--- config.mk ---
export PLATFORM = sky130hd
export DESIGN_NAME = hprx_top
export DESIGN_NICKNAME = d
export VERILOG_FILES = /design/src/hprx_pkg.sv /design/src/hprx_casc_dec.sv /design/src/hprx_top.sv
export SDC_FILE = /design/constraint.sdc
export NUM_CORES = 1
export LEC_CHECK = 0
export BUFFER_PORTS_ARGS = -buffer_cell sky130_fd_sc_hd__buf_2
export CELL_PAD_IN_SITES_DETAIL_PLACEMENT = 2
export CELL_PAD_IN_SITES_GLOBAL_PLACEMENT = 2
export CORE_MARGIN = 3
export CORE_UTILIZATION = 29
export CTS_BUF_LIST = sky130_fd_sc_hd__clkbuf_8 sky130_fd_sc_hd__clkbuf_16
export CTS_CLUSTER_DIAMETER = 50
export CTS_CLUSTER_SIZE = 30
export DETAILED_ROUTE_END_ITERATION = 10
export PLACE_DENSITY = 0.8
export RECOVER_POWER = 100
export SLEW_MARGIN = 5
export SYNTH_ARGS = -nofsm -noshare
export SYNTH_HDL_FRONTEND = slang
export SYNTH_SLANG_ARGS = --single-unit
--- constraint.sdc ---
create_clock -name i_clk -period 2.9 [get_ports i_clk]
set_input_delay 0.435 -clock i_clk [delete_from_list [all_inputs] [get_ports i_clk]]
set_output_delay 0.435 -clock i_clk [all_outputs]
set_load 0.05 [all_outputs]
--- src/hprx_pkg.sv ---
// hprx_pkg: constants for the host port pin control block
// assumes a 250 MHz core clock; no bus, all controls are plain ports
package hprx_pkg;
	localparam int          NUM_CH          = 14;
	localparam int          DATA_W          = 8;
	localparam int          ADDR_W          = 11;
	localparam int          CASC_N          = 5;
	localparam int          CLK_PERIOD_PS   = 4000;
	// reset qualification: low for more than 10 us
	localparam int          RST_MIN_US      = 10;
	localparam int          RST_MIN_CYC     = (RST_MIN_US * 1000000) / CLK_PERIOD_PS + 1;
	localparam int          RST_CNT_W       = 12;
	// host type codes
	localparam logic [2:0]  HT_ASYNC_A      = 3'h0;
	localparam logic [2:0]  HT_ASYNC_B      = 3'h1;
	localparam logic [2:0]  HT_SYNC         = 3'h7;
	// upper address decode
	localparam int          SEL_MSB         = 10;
	localparam int          SEL_LSB         = 8;
	localparam logic [2:0]  SEL_SELF        = 3'h0;
	localparam logic [2:0]  SEL_RSVD        = 3'h6;
	localparam logic [2:0]  SEL_ALL         = 3'h7;
	// reset values
	localparam logic [13:0] RX_EN_RST       = 14'h0000;
	localparam logic [13:0] TERM_RST        = 14'h0000;
	localparam logic [4:0]  CASC_IDLE_N     = 5'h1f;
endpackage : hprx_pkg

--- src/hprx_casc_dec.sv ---
// hprx_casc_dec: decodes the upper address bits into cascade selects
// assumes a synchronous host address and chip select
`timescale 1ns/10ps
module hprx_casc_dec (
	// host address and select
	input  wire logic [2:0] i_upper,
	input  wire logic       i_cs_n,
	// decoded selects, active high
	output logic            o_self,
	output logic [4:0]      o_casc,
	output logic            o_rsvd
);
	// 000 self, 001..101 one output, 111 self and all five outputs, 110 only o_rsvd
	wire         all_w = (i_upper == hprx_pkg::SEL_ALL);
	wire  [4:0]  one_w = (i_upper >= 3'h1 && i_upper <= 3'h5) ?
		5'((5'h1 << (i_upper - 3'h1))) : 5'h00;
	assign o_self = !i_cs_n && (i_upper == hprx_pkg::SEL_SELF || all_w);
	assign o_casc = i_cs_n ? 5'h00 : (all_w ? 5'h1f : one_w);
	assign o_rsvd = !i_cs_n && (i_upper == hprx_pkg::SEL_RSVD);
endmodule : hprx_casc_dec

--- src/hprx_top.sv ---
// hprx_top: host port pin control; data bus pins, host type, reset
// qualification, cascade selects, receiver power and termination.
// assumes all inputs synchronous to i_clk; protocol engine is outside.
`timescale 1ns/10ps
module hprx_top (
	// clock and reset
	input  wire logic        i_clk,
	input  wire logic        i_nrst,
	// host pins
	input  wire logic [7:0]  i_data,
	input  wire logic [10:0] i_addr,
	input  wire logic        i_cs_n,
	input  wire logic [2:0]  i_host_type_select,
	input  wire logic        i_hw_reset_n,
	// access from the protocol engine
	input  wire logic        i_rd_active,
	input  wire logic        i_wr_strobe,
	input  wire logic [7:0]  i_rd_data,
	// register controls
	input  wire logic [13:0] i_rx_en_bits,
	input  wire logic [13:0] i_term_bits,
	input  wire logic        i_termination_source_select,
	// receiver pins
	input  wire logic        i_receiver_power_pin,
	input  wire logic        i_receive_termination_pin,
	// data bus drive, oe low while driving
	output logic [7:0]       o_data,
	output logic             o_data_oe_n,
	// captured write data
	output logic [7:0]       o_wr_data,
	output logic             o_wr_valid,
	// host type decode
	output logic [1:0]       o_host_mode,
	output logic             o_host_type_bad,
	// qualified reset, high while a long pin low holds
	output logic             o_reg_reset,
	// selects
	output logic             o_self_sel,
	output logic             o_cascade_select_out_1_n,
	output logic             o_cascade_select_out_2_n,
	output logic             o_cascade_select_out_3_n,
	output logic             o_cascade_select_out_4_n,
	output logic             o_cascade_select_out_5_n,
	// receiver controls
	output logic [13:0]      o_rx_power,
	output logic [13:0]      o_rx_term
);
	typedef enum logic [1:0] {HPRX_IDLE, HPRX_COUNT, HPRX_FIRED} hprx_rst_t;

	// reset release through two flops
	logic        rs1_q, rst_n_q;
	always_ff @(posedge i_clk or negedge i_nrst) begin
		if (!i_nrst) begin
			rs1_q   <= 1'b0;
			rst_n_q <= 1'b0;
		end else begin
			rs1_q   <= 1'b1;
			rst_n_q <= rs1_q;
		end
	end

	// hardware reset pin qualification; short glitches are ignored
	hprx_rst_t             st_q, st_d;
	logic [11:0]           cnt_q, cnt_d;
	logic                  reg_reset_q;
	localparam logic [11:0] RST_LIM = 12'(hprx_pkg::RST_MIN_CYC);
	wire                   cnt_done = (cnt_q >= RST_LIM);
	always_comb begin
		st_d  = st_q;
		cnt_d = cnt_q;
		unique case (st_q)
			HPRX_IDLE: begin
				cnt_d = 12'h000;
				if (!i_hw_reset_n) begin
					st_d = HPRX_COUNT;
				end
			end
			HPRX_COUNT: begin
				if (i_hw_reset_n) begin
					st_d = HPRX_IDLE;
				end else if (cnt_done) begin
					st_d = HPRX_FIRED;
				end else begin
					cnt_d = cnt_q + 12'h001;
				end
			end
			HPRX_FIRED: begin
				if (i_hw_reset_n) begin
					st_d = HPRX_IDLE;
				end
			end
		endcase
	end
	always_ff @(posedge i_clk or negedge rst_n_q) begin
		if (!rst_n_q) begin
			st_q        <= HPRX_IDLE;
			cnt_q       <= 12'h000;
			reg_reset_q <= 1'b1;
		end else begin
			st_q        <= st_d;
			cnt_q       <= cnt_d;
			reg_reset_q <= (st_d == HPRX_FIRED);
		end
	end
	assign o_reg_reset = reg_reset_q;

	// host type decode; undefined codes flagged
	logic [1:0] mode_q;
	logic       bad_q;
	wire  [1:0] mode_w = (i_host_type_select == hprx_pkg::HT_ASYNC_B) ? 2'h1 :
		(i_host_type_select == hprx_pkg::HT_SYNC) ? 2'h2 : 2'h0;
	wire        bad_w  = !(i_host_type_select == hprx_pkg::HT_ASYNC_A ||
		i_host_type_select == hprx_pkg::HT_ASYNC_B ||
		i_host_type_select == hprx_pkg::HT_SYNC);
	always_ff @(posedge i_clk or negedge rst_n_q) begin
		if (!rst_n_q) begin
			mode_q <= 2'h0;
			bad_q  <= 1'b0;
		end else begin
			mode_q <= mode_w;
			bad_q  <= bad_w;
		end
	end
	assign o_host_mode     = mode_q;
	assign o_host_type_bad = bad_q;

	// cascade decode
	logic       self_w, rsvd_w;
	logic [4:0] casc_w;
	hprx_casc_dec u_dec (
		.i_upper (i_addr[hprx_pkg::SEL_MSB:hprx_pkg::SEL_LSB]),
		.i_cs_n  (i_cs_n),
		.o_self  (self_w),
		.o_casc  (casc_w),
		.o_rsvd  ()
	);
	logic       self_q;
	logic [4:0] casc_n_q;
	always_ff @(posedge i_clk or negedge rst_n_q) begin
		if (!rst_n_q) begin
			self_q   <= 1'b0;
			casc_n_q <= hprx_pkg::CASC_IDLE_N;
		end else begin
			self_q   <= self_w;
			casc_n_q <= ~casc_w;
		end
	end
	assign o_self_sel = self_q;
	assign o_cascade_select_out_1_n = casc_n_q[0];
	assign o_cascade_select_out_2_n = casc_n_q[1];
	assign o_cascade_select_out_3_n = casc_n_q[2];
	assign o_cascade_select_out_4_n = casc_n_q[3];
	assign o_cascade_select_out_5_n = casc_n_q[4];

	// data bus: drive only on a selected read, sample on a selected write
	logic [7:0] dout_q, wdat_q;
	logic       oe_n_q, wval_q;
	wire        drive_w = i_rd_active && self_w;
	wire        wtake_w = i_wr_strobe && self_w && !i_rd_active;
	always_ff @(posedge i_clk or negedge rst_n_q) begin
		if (!rst_n_q) begin
			dout_q <= 8'h00;
			oe_n_q <= 1'b1;
			wdat_q <= 8'h00;
			wval_q <= 1'b0;
		end else begin
			dout_q <= drive_w ? i_rd_data : 8'h00;
			oe_n_q <= !drive_w;
			wval_q <= wtake_w;
			if (wtake_w) begin
				wdat_q <= i_data;
			end
		end
	end
	assign o_data      = dout_q;
	assign o_data_oe_n = oe_n_q;
	assign o_wr_data   = wdat_q;
	assign o_wr_valid  = wval_q;

	// receiver power and termination; qualified reset also drops them,
	// since the register bits behind them return to defaults then
	wire [13:0] pwr_w  = i_receiver_power_pin ? i_rx_en_bits : 14'h0000;
	wire [13:0] term_w = i_termination_source_select ?
		{14{i_receive_termination_pin}} : i_term_bits;
	logic [13:0] pwr_q, term_q;
	always_ff @(posedge i_clk or negedge rst_n_q) begin
		if (!rst_n_q) begin
			pwr_q  <= hprx_pkg::RX_EN_RST;
			term_q <= hprx_pkg::TERM_RST;
		end else begin
			pwr_q  <= reg_reset_q ? hprx_pkg::RX_EN_RST : pwr_w;
			term_q <= reg_reset_q ? hprx_pkg::TERM_RST : term_w;
		end
	end
	assign o_rx_power = pwr_q;
	assign o_rx_term  = term_q;

	// assertions
	a_rx_forced_off: assert property (@(posedge i_clk) disable iff (!rst_n_q)
		!i_receiver_power_pin ##1 1 |-> o_rx_power == 14'h0000)
		else $error("receivers on while enable pin low");
	a_rx_follow: assert property (@(posedge i_clk) disable iff (!rst_n_q)
		(i_receiver_power_pin && !reg_reset_q) |=> o_rx_power == $past(i_rx_en_bits))
		else $error("receiver power not following bits");
	a_term_pin: assert property (@(posedge i_clk) disable iff (!rst_n_q)
		(i_termination_source_select && !reg_reset_q) |=>
		o_rx_term == {14{$past(i_receive_termination_pin)}})
		else $error("termination not following pin");
	a_term_bits: assert property (@(posedge i_clk) disable iff (!rst_n_q)
		(!i_termination_source_select && !reg_reset_q) |=> o_rx_term == $past(i_term_bits))
		else $error("termination not following bits");
	a_casc_idle: assert property (@(posedge i_clk) disable iff (!rst_n_q)
		i_cs_n |=> casc_n_q == 5'h1f)
		else $error("cascade select without chip select");
	a_casc_all: assert property (@(posedge i_clk) disable iff (!rst_n_q)
		(!i_cs_n && i_addr[10:8] == 3'h7) |=> casc_n_q == 5'h00 && self_q)
		else $error("all-select decode wrong");
	a_casc_one: assert property (@(posedge i_clk) disable iff (!rst_n_q)
		(!i_cs_n && i_addr[10:8] == 3'h3) |=> casc_n_q == 5'h1b && !self_q)
		else $error("cascade 3 decode wrong");
	a_rst_short: assert property (@(posedge i_clk) disable iff (!rst_n_q)
		$rose(i_hw_reset_n) ##1 !i_hw_reset_n [*8] |-> !reg_reset_q)
		else $error("reset fired on short pulse");
	a_bus_drive: assert property (@(posedge i_clk) disable iff (!rst_n_q)
		!o_data_oe_n |-> $past(i_rd_active))
		else $error("bus driven outside a read");
	a_type_bad: assert property (@(posedge i_clk) disable iff (!rst_n_q)
		i_host_type_select == 3'h2 |=> o_host_type_bad)
		else $error("undefined host type not flagged");
endmodule : hprx_top

After elaboration in Yosys (flattened, before gate mapping)

Index checks and enable logic that the tools add are counted.

Word-level logic and storage cells: 65
Input port bits: 67
Bits in registers: 72
Output and inout port bits: 56

Equal/unequal tests: 8
Reductions and logical operators: 17
Shift operators: 1
Bitwise logic cells: 1
$add $sub $neg: 2
Mux-type cells: 18
$lt $le $gt $ge: 3

Operators by type and width:

| cell                  | count |
|---|---|
| $mux 14               | 4 |
| $mux 12               | 2 |
| $pmux 12 s2           | 1 |
| $mux 5                | 3 |
| $add 12x1->12 const B | 1 |
| $ge 12x12->1 const B  | 1 |
| $mux 2                | 6 |
| $mux 8                | 1 |
| $eq 3x3->1 const B    | 2 |
| $logic_not 3->1       | 2 |
| $pmux 2 s3            | 1 |
| $logic_and 1x1->1     | 5 |
| $not 5->5             | 1 |
| $shl 1x3->5 const A   | 1 |
| $eq 2x2->1 const B    | 2 |
| $logic_not 1->1       | 4 |
| $ne 2x2->1 const B    | 2 |
| $eq 3x1->1 const B    | 1 |
| $ge 3x1->1 const B    | 1 |
| $le 3x3->1 const B    | 1 |
| $logic_or 1x1->1      | 3 |
| $reduce_and 3->1      | 1 |
| $sub 3x1->3 const B   | 1 |
| $eq 2x1->1 const B    | 1 |
| 2 further kinds       | 2 |

Logic depth before layout (Yosys ltp)

Word-level depth: 6
Depth in mapped cells: 8
Gate-level depth less buffers: 7

Cells and area by module

A second synthesis with hierarchy kept.

Cells, all modules: 268
Area total of the unflattened synthesis: 2967.8 µm²

Modules (own cells, without submodules):

| module        | area an instance (µm²) | instances | sequential area each (µm²) | cells each |
|---|---|---|---|---|
| hprx_top      | 2859.0                 | 1         | 1810.5                     | 255 |
| hprx_casc_dec | 108.9                  | 1         | 0.0                        | 13 |

Worst setup path after synthesis

No wires, ideal clock.

Path kind: register to register
Start point: reg cnt_q[0]
End point: reg cnt_q[5]
Data arrival time: 1716 ps
Data required time: 2760 ps
Buffers on the path: 0
Path slack: 1044 ps
Setup time: 140 ps
Clock period less this slack: 1856 ps
Cell stages (with the launch flop): 7
Path through: dfrtp_1 > ha_1 > nand2b_4 > a2111oi_4 > o21ai_2 > o311ai_0 > o41ai_1

Word-level cells in the longest chain between the ends: 4
Elaborated cells on any way between the ends: 7
Those cells by class: add/sub: 1; order compare: 1; eq/ne: 1; mux: 3; reduce/logical: 1

Ends and longest elaborated chain:

| element                  | RTL line        | text |
|---|---|---|
| start: declaration       | hprx_top.sv:64  | `logic [11:0] cnt_q, cnt_d;` |
| start signal: assignment | hprx_top.sv:101 | `cnt_q <= cnt_d;` |
| $add 12x1->12            | hprx_top.sv:84  | `cnt_d = cnt_q + 12'h001;` |
| $mux 12                  | hprx_top.sv:81  | `end else if (cnt_done) begin` |
| $mux 12                  | hprx_top.sv:79  | `if (i_hw_reset_n) begin` |
| $pmux 12 s2              | hprx_top.sv:71  | `unique case (st_q)` |

Parallel ways exist; a longest one is shown, timed or not. The select of a mux whose other input is x is not followed.
A chain may end at the register's enable or synchronous reset.

Worst setup path after layout

Start point: reg cnt_q[1]
End point: reg cnt_q[5]

The elaborated chain is that of the path after synthesis.

==> impl_results.md <==
* Status: finished, final reports clean
* GRT Util Overall at 15.74%
* Hold Vio Cnt, Final at 0
* Worst Hold Launch: i_rx_en_bits[4]
* Post-route cell area at between 3000 and 4000 um2
* CP endpoint kind: flip-flop
* CTS buffer count at 9
* Leading cell type in the layout, fill and taps excluded: dfrtp_1
* Max Slew Vio Count at 0
* Total gr overflow at 0
* Synth-to-layout area growth at 26.28%
* 1st-iter DRT viols at between 60 and 70
* Yosys warning count at 0
* Post-layout min period at approximately 2.4 ns
* Num ports at approximately 120
* Worst path slowest cell: o311ai_0
* Pleak at between 1.5 and 2 nW
* Die X at about 110 um
* Htree depth at 3
* Number of synthesized flops with an enable pin at 0
* CTS root buf: clkbuf_8
* Placed cell area at 3681 um2
* Reg2reg path depth at 7
* Slew HR at between 4 and 5%
* Core area at 9819 um2
* Synth Flop Type: dfrtp_1
* Crit Path Category: flip-flop to flip-flop
* Power Density at between 600 and 700 nW/um2
* Final #Nets at 440
* Crit-path max cell delay at 0.48 ns
* GPL Wtd Cong at between 0.7 and 0.8
* Vias per inst at 4.645
* Cell Rows at 36
* Dpl hpwl at approximately 6300 um
* Worst-margin pin slew at approximately 1.4 ns
* Hold crit path type: primary input to flip-flop
* Post-synthesis cell count at between 200 and 250
* Mean post-synth cell area at between 10 and 15 um2
* Pin count of the biggest net entering global routing at 37
* Yosys cell types at 40
* Placed insts at 487
* CTS tree: done
* Commonest non-fill, non-tap cells in the layout: 65 x dfrtp_1, 61 x clkbuf_1, 54 x buf_2
* Crit start category: flip-flop
* CP required at just over 3 ns
* 1st-pass router iterations at 2
* Peak Freq at between 400 and 500 MHz
* Die Span Y at 106.9 um
* Via count at 2341
* Max IR drop VDD at ~0.28 mV
* Cell Count, Final, Fillers Out at roughly 500
* Initial antenna violation count at 0
* Layout cells sized above 1 at between 20 and 25%
* RSZ-0062 raised after global routing: false
* RR Endpoint: cnt_q[5]$_DFFE_PN0P_
* Hold path depth at 2
* Yosys reg bits at around 70
* Vias in the first global route at about 2700
* Setup TNS at 0 ns
* # diodes at 0
* Seq/Total Area, Yosys at about three fifths
* Synth Cell Area at 2952 um2
* MaxCap Viol Count at 0
* First-pass GRT wire length at approximately 14000 um
* Clock Sinks at between 70 and 80
* Worst r2r src: cnt_q[1]$_DFFE_PN0P_
* Die ar. at 11420 um2
* Routed Antenna Nets at 0
* Cell breakdown of the critical path: inv_1, ha_1, nand2b_2, a2111oi_4, o21ai_0, o311ai_0, o41ai_1
* CTS clk-pin slew, worst paths at ~0.08 ns
* WL final at between 8000 and 9000 um
* Worst Skew at roughly 0.015 ns
* Port-buffer cells at between 100 and 150
* Final setup violation count at 0
* Period Utilization, post-route at between 80% and 90%
* Ys async rst share at 100.0%
* DRC at 0
* Flop-to-flop setup slack at between 0.4 and 0.5 ns
* Mapped Nets at 319
* Max Buffers Root-to-Sink at 2
* CP max FO at 9
* Starting Density at between 30% and 40%
* End of the worst hold path: o_rx_power[4]$_DFF_PN0_
* Skew-Pair Late Insertion Delay at between 0.3 and 0.4 ns
* Worst Setup SP: cnt_q[1]$_DFFE_PN0P_
* Wire per inst at between 15 and 20 um
* Critical Path AT at roughly 2.6 ns
==> repair_timing <==
action	4_1_cts	5_1_grt
gates resized for setup	0	0
hold endpoints to repair	2	0
hold buffers	1	0
buffers inserted	0	0
==> kinds of logic (layout without fill, tap and decap cells) <==
logic type,count (synthesis),in the layout,synth area share [%]
AOI/OAI and AO/OA,44,44,9.835
other,1,1,0.1271
xor gates and xnor gates,5,5,1.484
muxes,9,9,4.409
and+or+nand+nor,91,91,17.47
adders and majority gates,7,7,2.967
buffers and inverters,16,142,2.374
DFF,72,72,61.34
==> worst max path at each step <==
stage / to / slack (ns)
final: cnt_q[5]$_DFFE_PN0P_ / 0.48
after detailed placement: o_wr_data[1]$_DFFE_PN0P_ / 0.56
after global placement: o_wr_data[2]$_DFFE_PN0P_ / 0.64
after floorplan: cnt_q[0]$_DFFE_PN0P_ / 0.76
after global routing: cnt_q[9]$_DFFE_PN0P_ / 0.26
after CTS: cnt_q[5]$_DFFE_PN0P_ / 0.66
==> synthesized netlist by cell type, types with 5 or more instances <==
library cell	count	area, um2
dfstp_2	7	183.9
nor3_1	6	30.03
dfrtp_1	65	1627
nand2b_1	15	93.84
ha_1	7	87.58
nor2_1	11	41.29
nand2_1	12	45.04
o21ai_0	6	30.03
nor2b_1	5	31.28
xnor2_1	5	43.79
inv_1	9	33.78
and3_1	10	62.56
mux2_4	8	120.1
a21oi_1	21	105.1
and2_1	16	100.1
==> routing by layer <==
layer  track usage, %  part of all wire (%)  vias to the layer above
li1                 -                     -                     1079
met1            17.05                    37                     1179
met2            27.83                    53                       73
met3            5.900                   8.1                       10
met4            6.027                   1.4                        0
met5                0                     0                        -
==> worst max-delay path: cells and delay by family (launching register included) <==
kind,cells,cell delay (ns)
AOI/OAI and AO/OA,4,1.39
buffers and inverters,1,0.09
adders and majority gates,1,0.18
and+or+nand+nor,1,0.20
DFF,1,0.41
==> power breakdown <==
group          total [mW]  internal, mW  switching, mW
Combinational       0.639         0.178          0.461
Sequential           1.17          1.09         0.0731
Clock               0.707         0.310          0.397
Total                2.51          1.58          0.931
==> metrics by stage <==
stage / utilization [%] / total power, mW / worst slack (ns) / hold WS [ns]
detailed placement: 37.49 / 1.892 / 0.5634 / 0.2232
CTS: 39.32 / 2.622 / 0.6594 / 0.2656
global route: 37.96 / 2.659 / 0.2614 / 0.2802
finish: 37.96 / 2.512 / 0.4802 / 0.2855
floorplan: - / 1.676 / 0.7587 / 0.1394
global placement: 37.49 / 1.852 / 0.6448 / 0.2205
==> flip-flops by register name, indices dropped and copies added, names as in the netlist, 2 cells and up <==
register and cells:
st_q 2, casc_n_q 5, o_host_mode 2, o_rx_term 14, o_data 8, o_rx_power 14, o_wr_data 8, cnt_q 12
==> layout make-up <==
| cell class | count | area (um2) |
|---|---|---|
| Fill cell | 1129 | 6092 |
| Sequential cell | 72 | 1810 |
| Multi-Input combinational cell | 157 | 1032 |
| Timing Repair Buffer | 117 | 514.2 |
| Tap cell | 133 | 166.4 |
| Clock buffer | 9 | 123.9 |
| Clock inverter | 7 | 46.29 |
| Inverter | 9 | 33.78 |
Power figures use the tool's default switching activity.
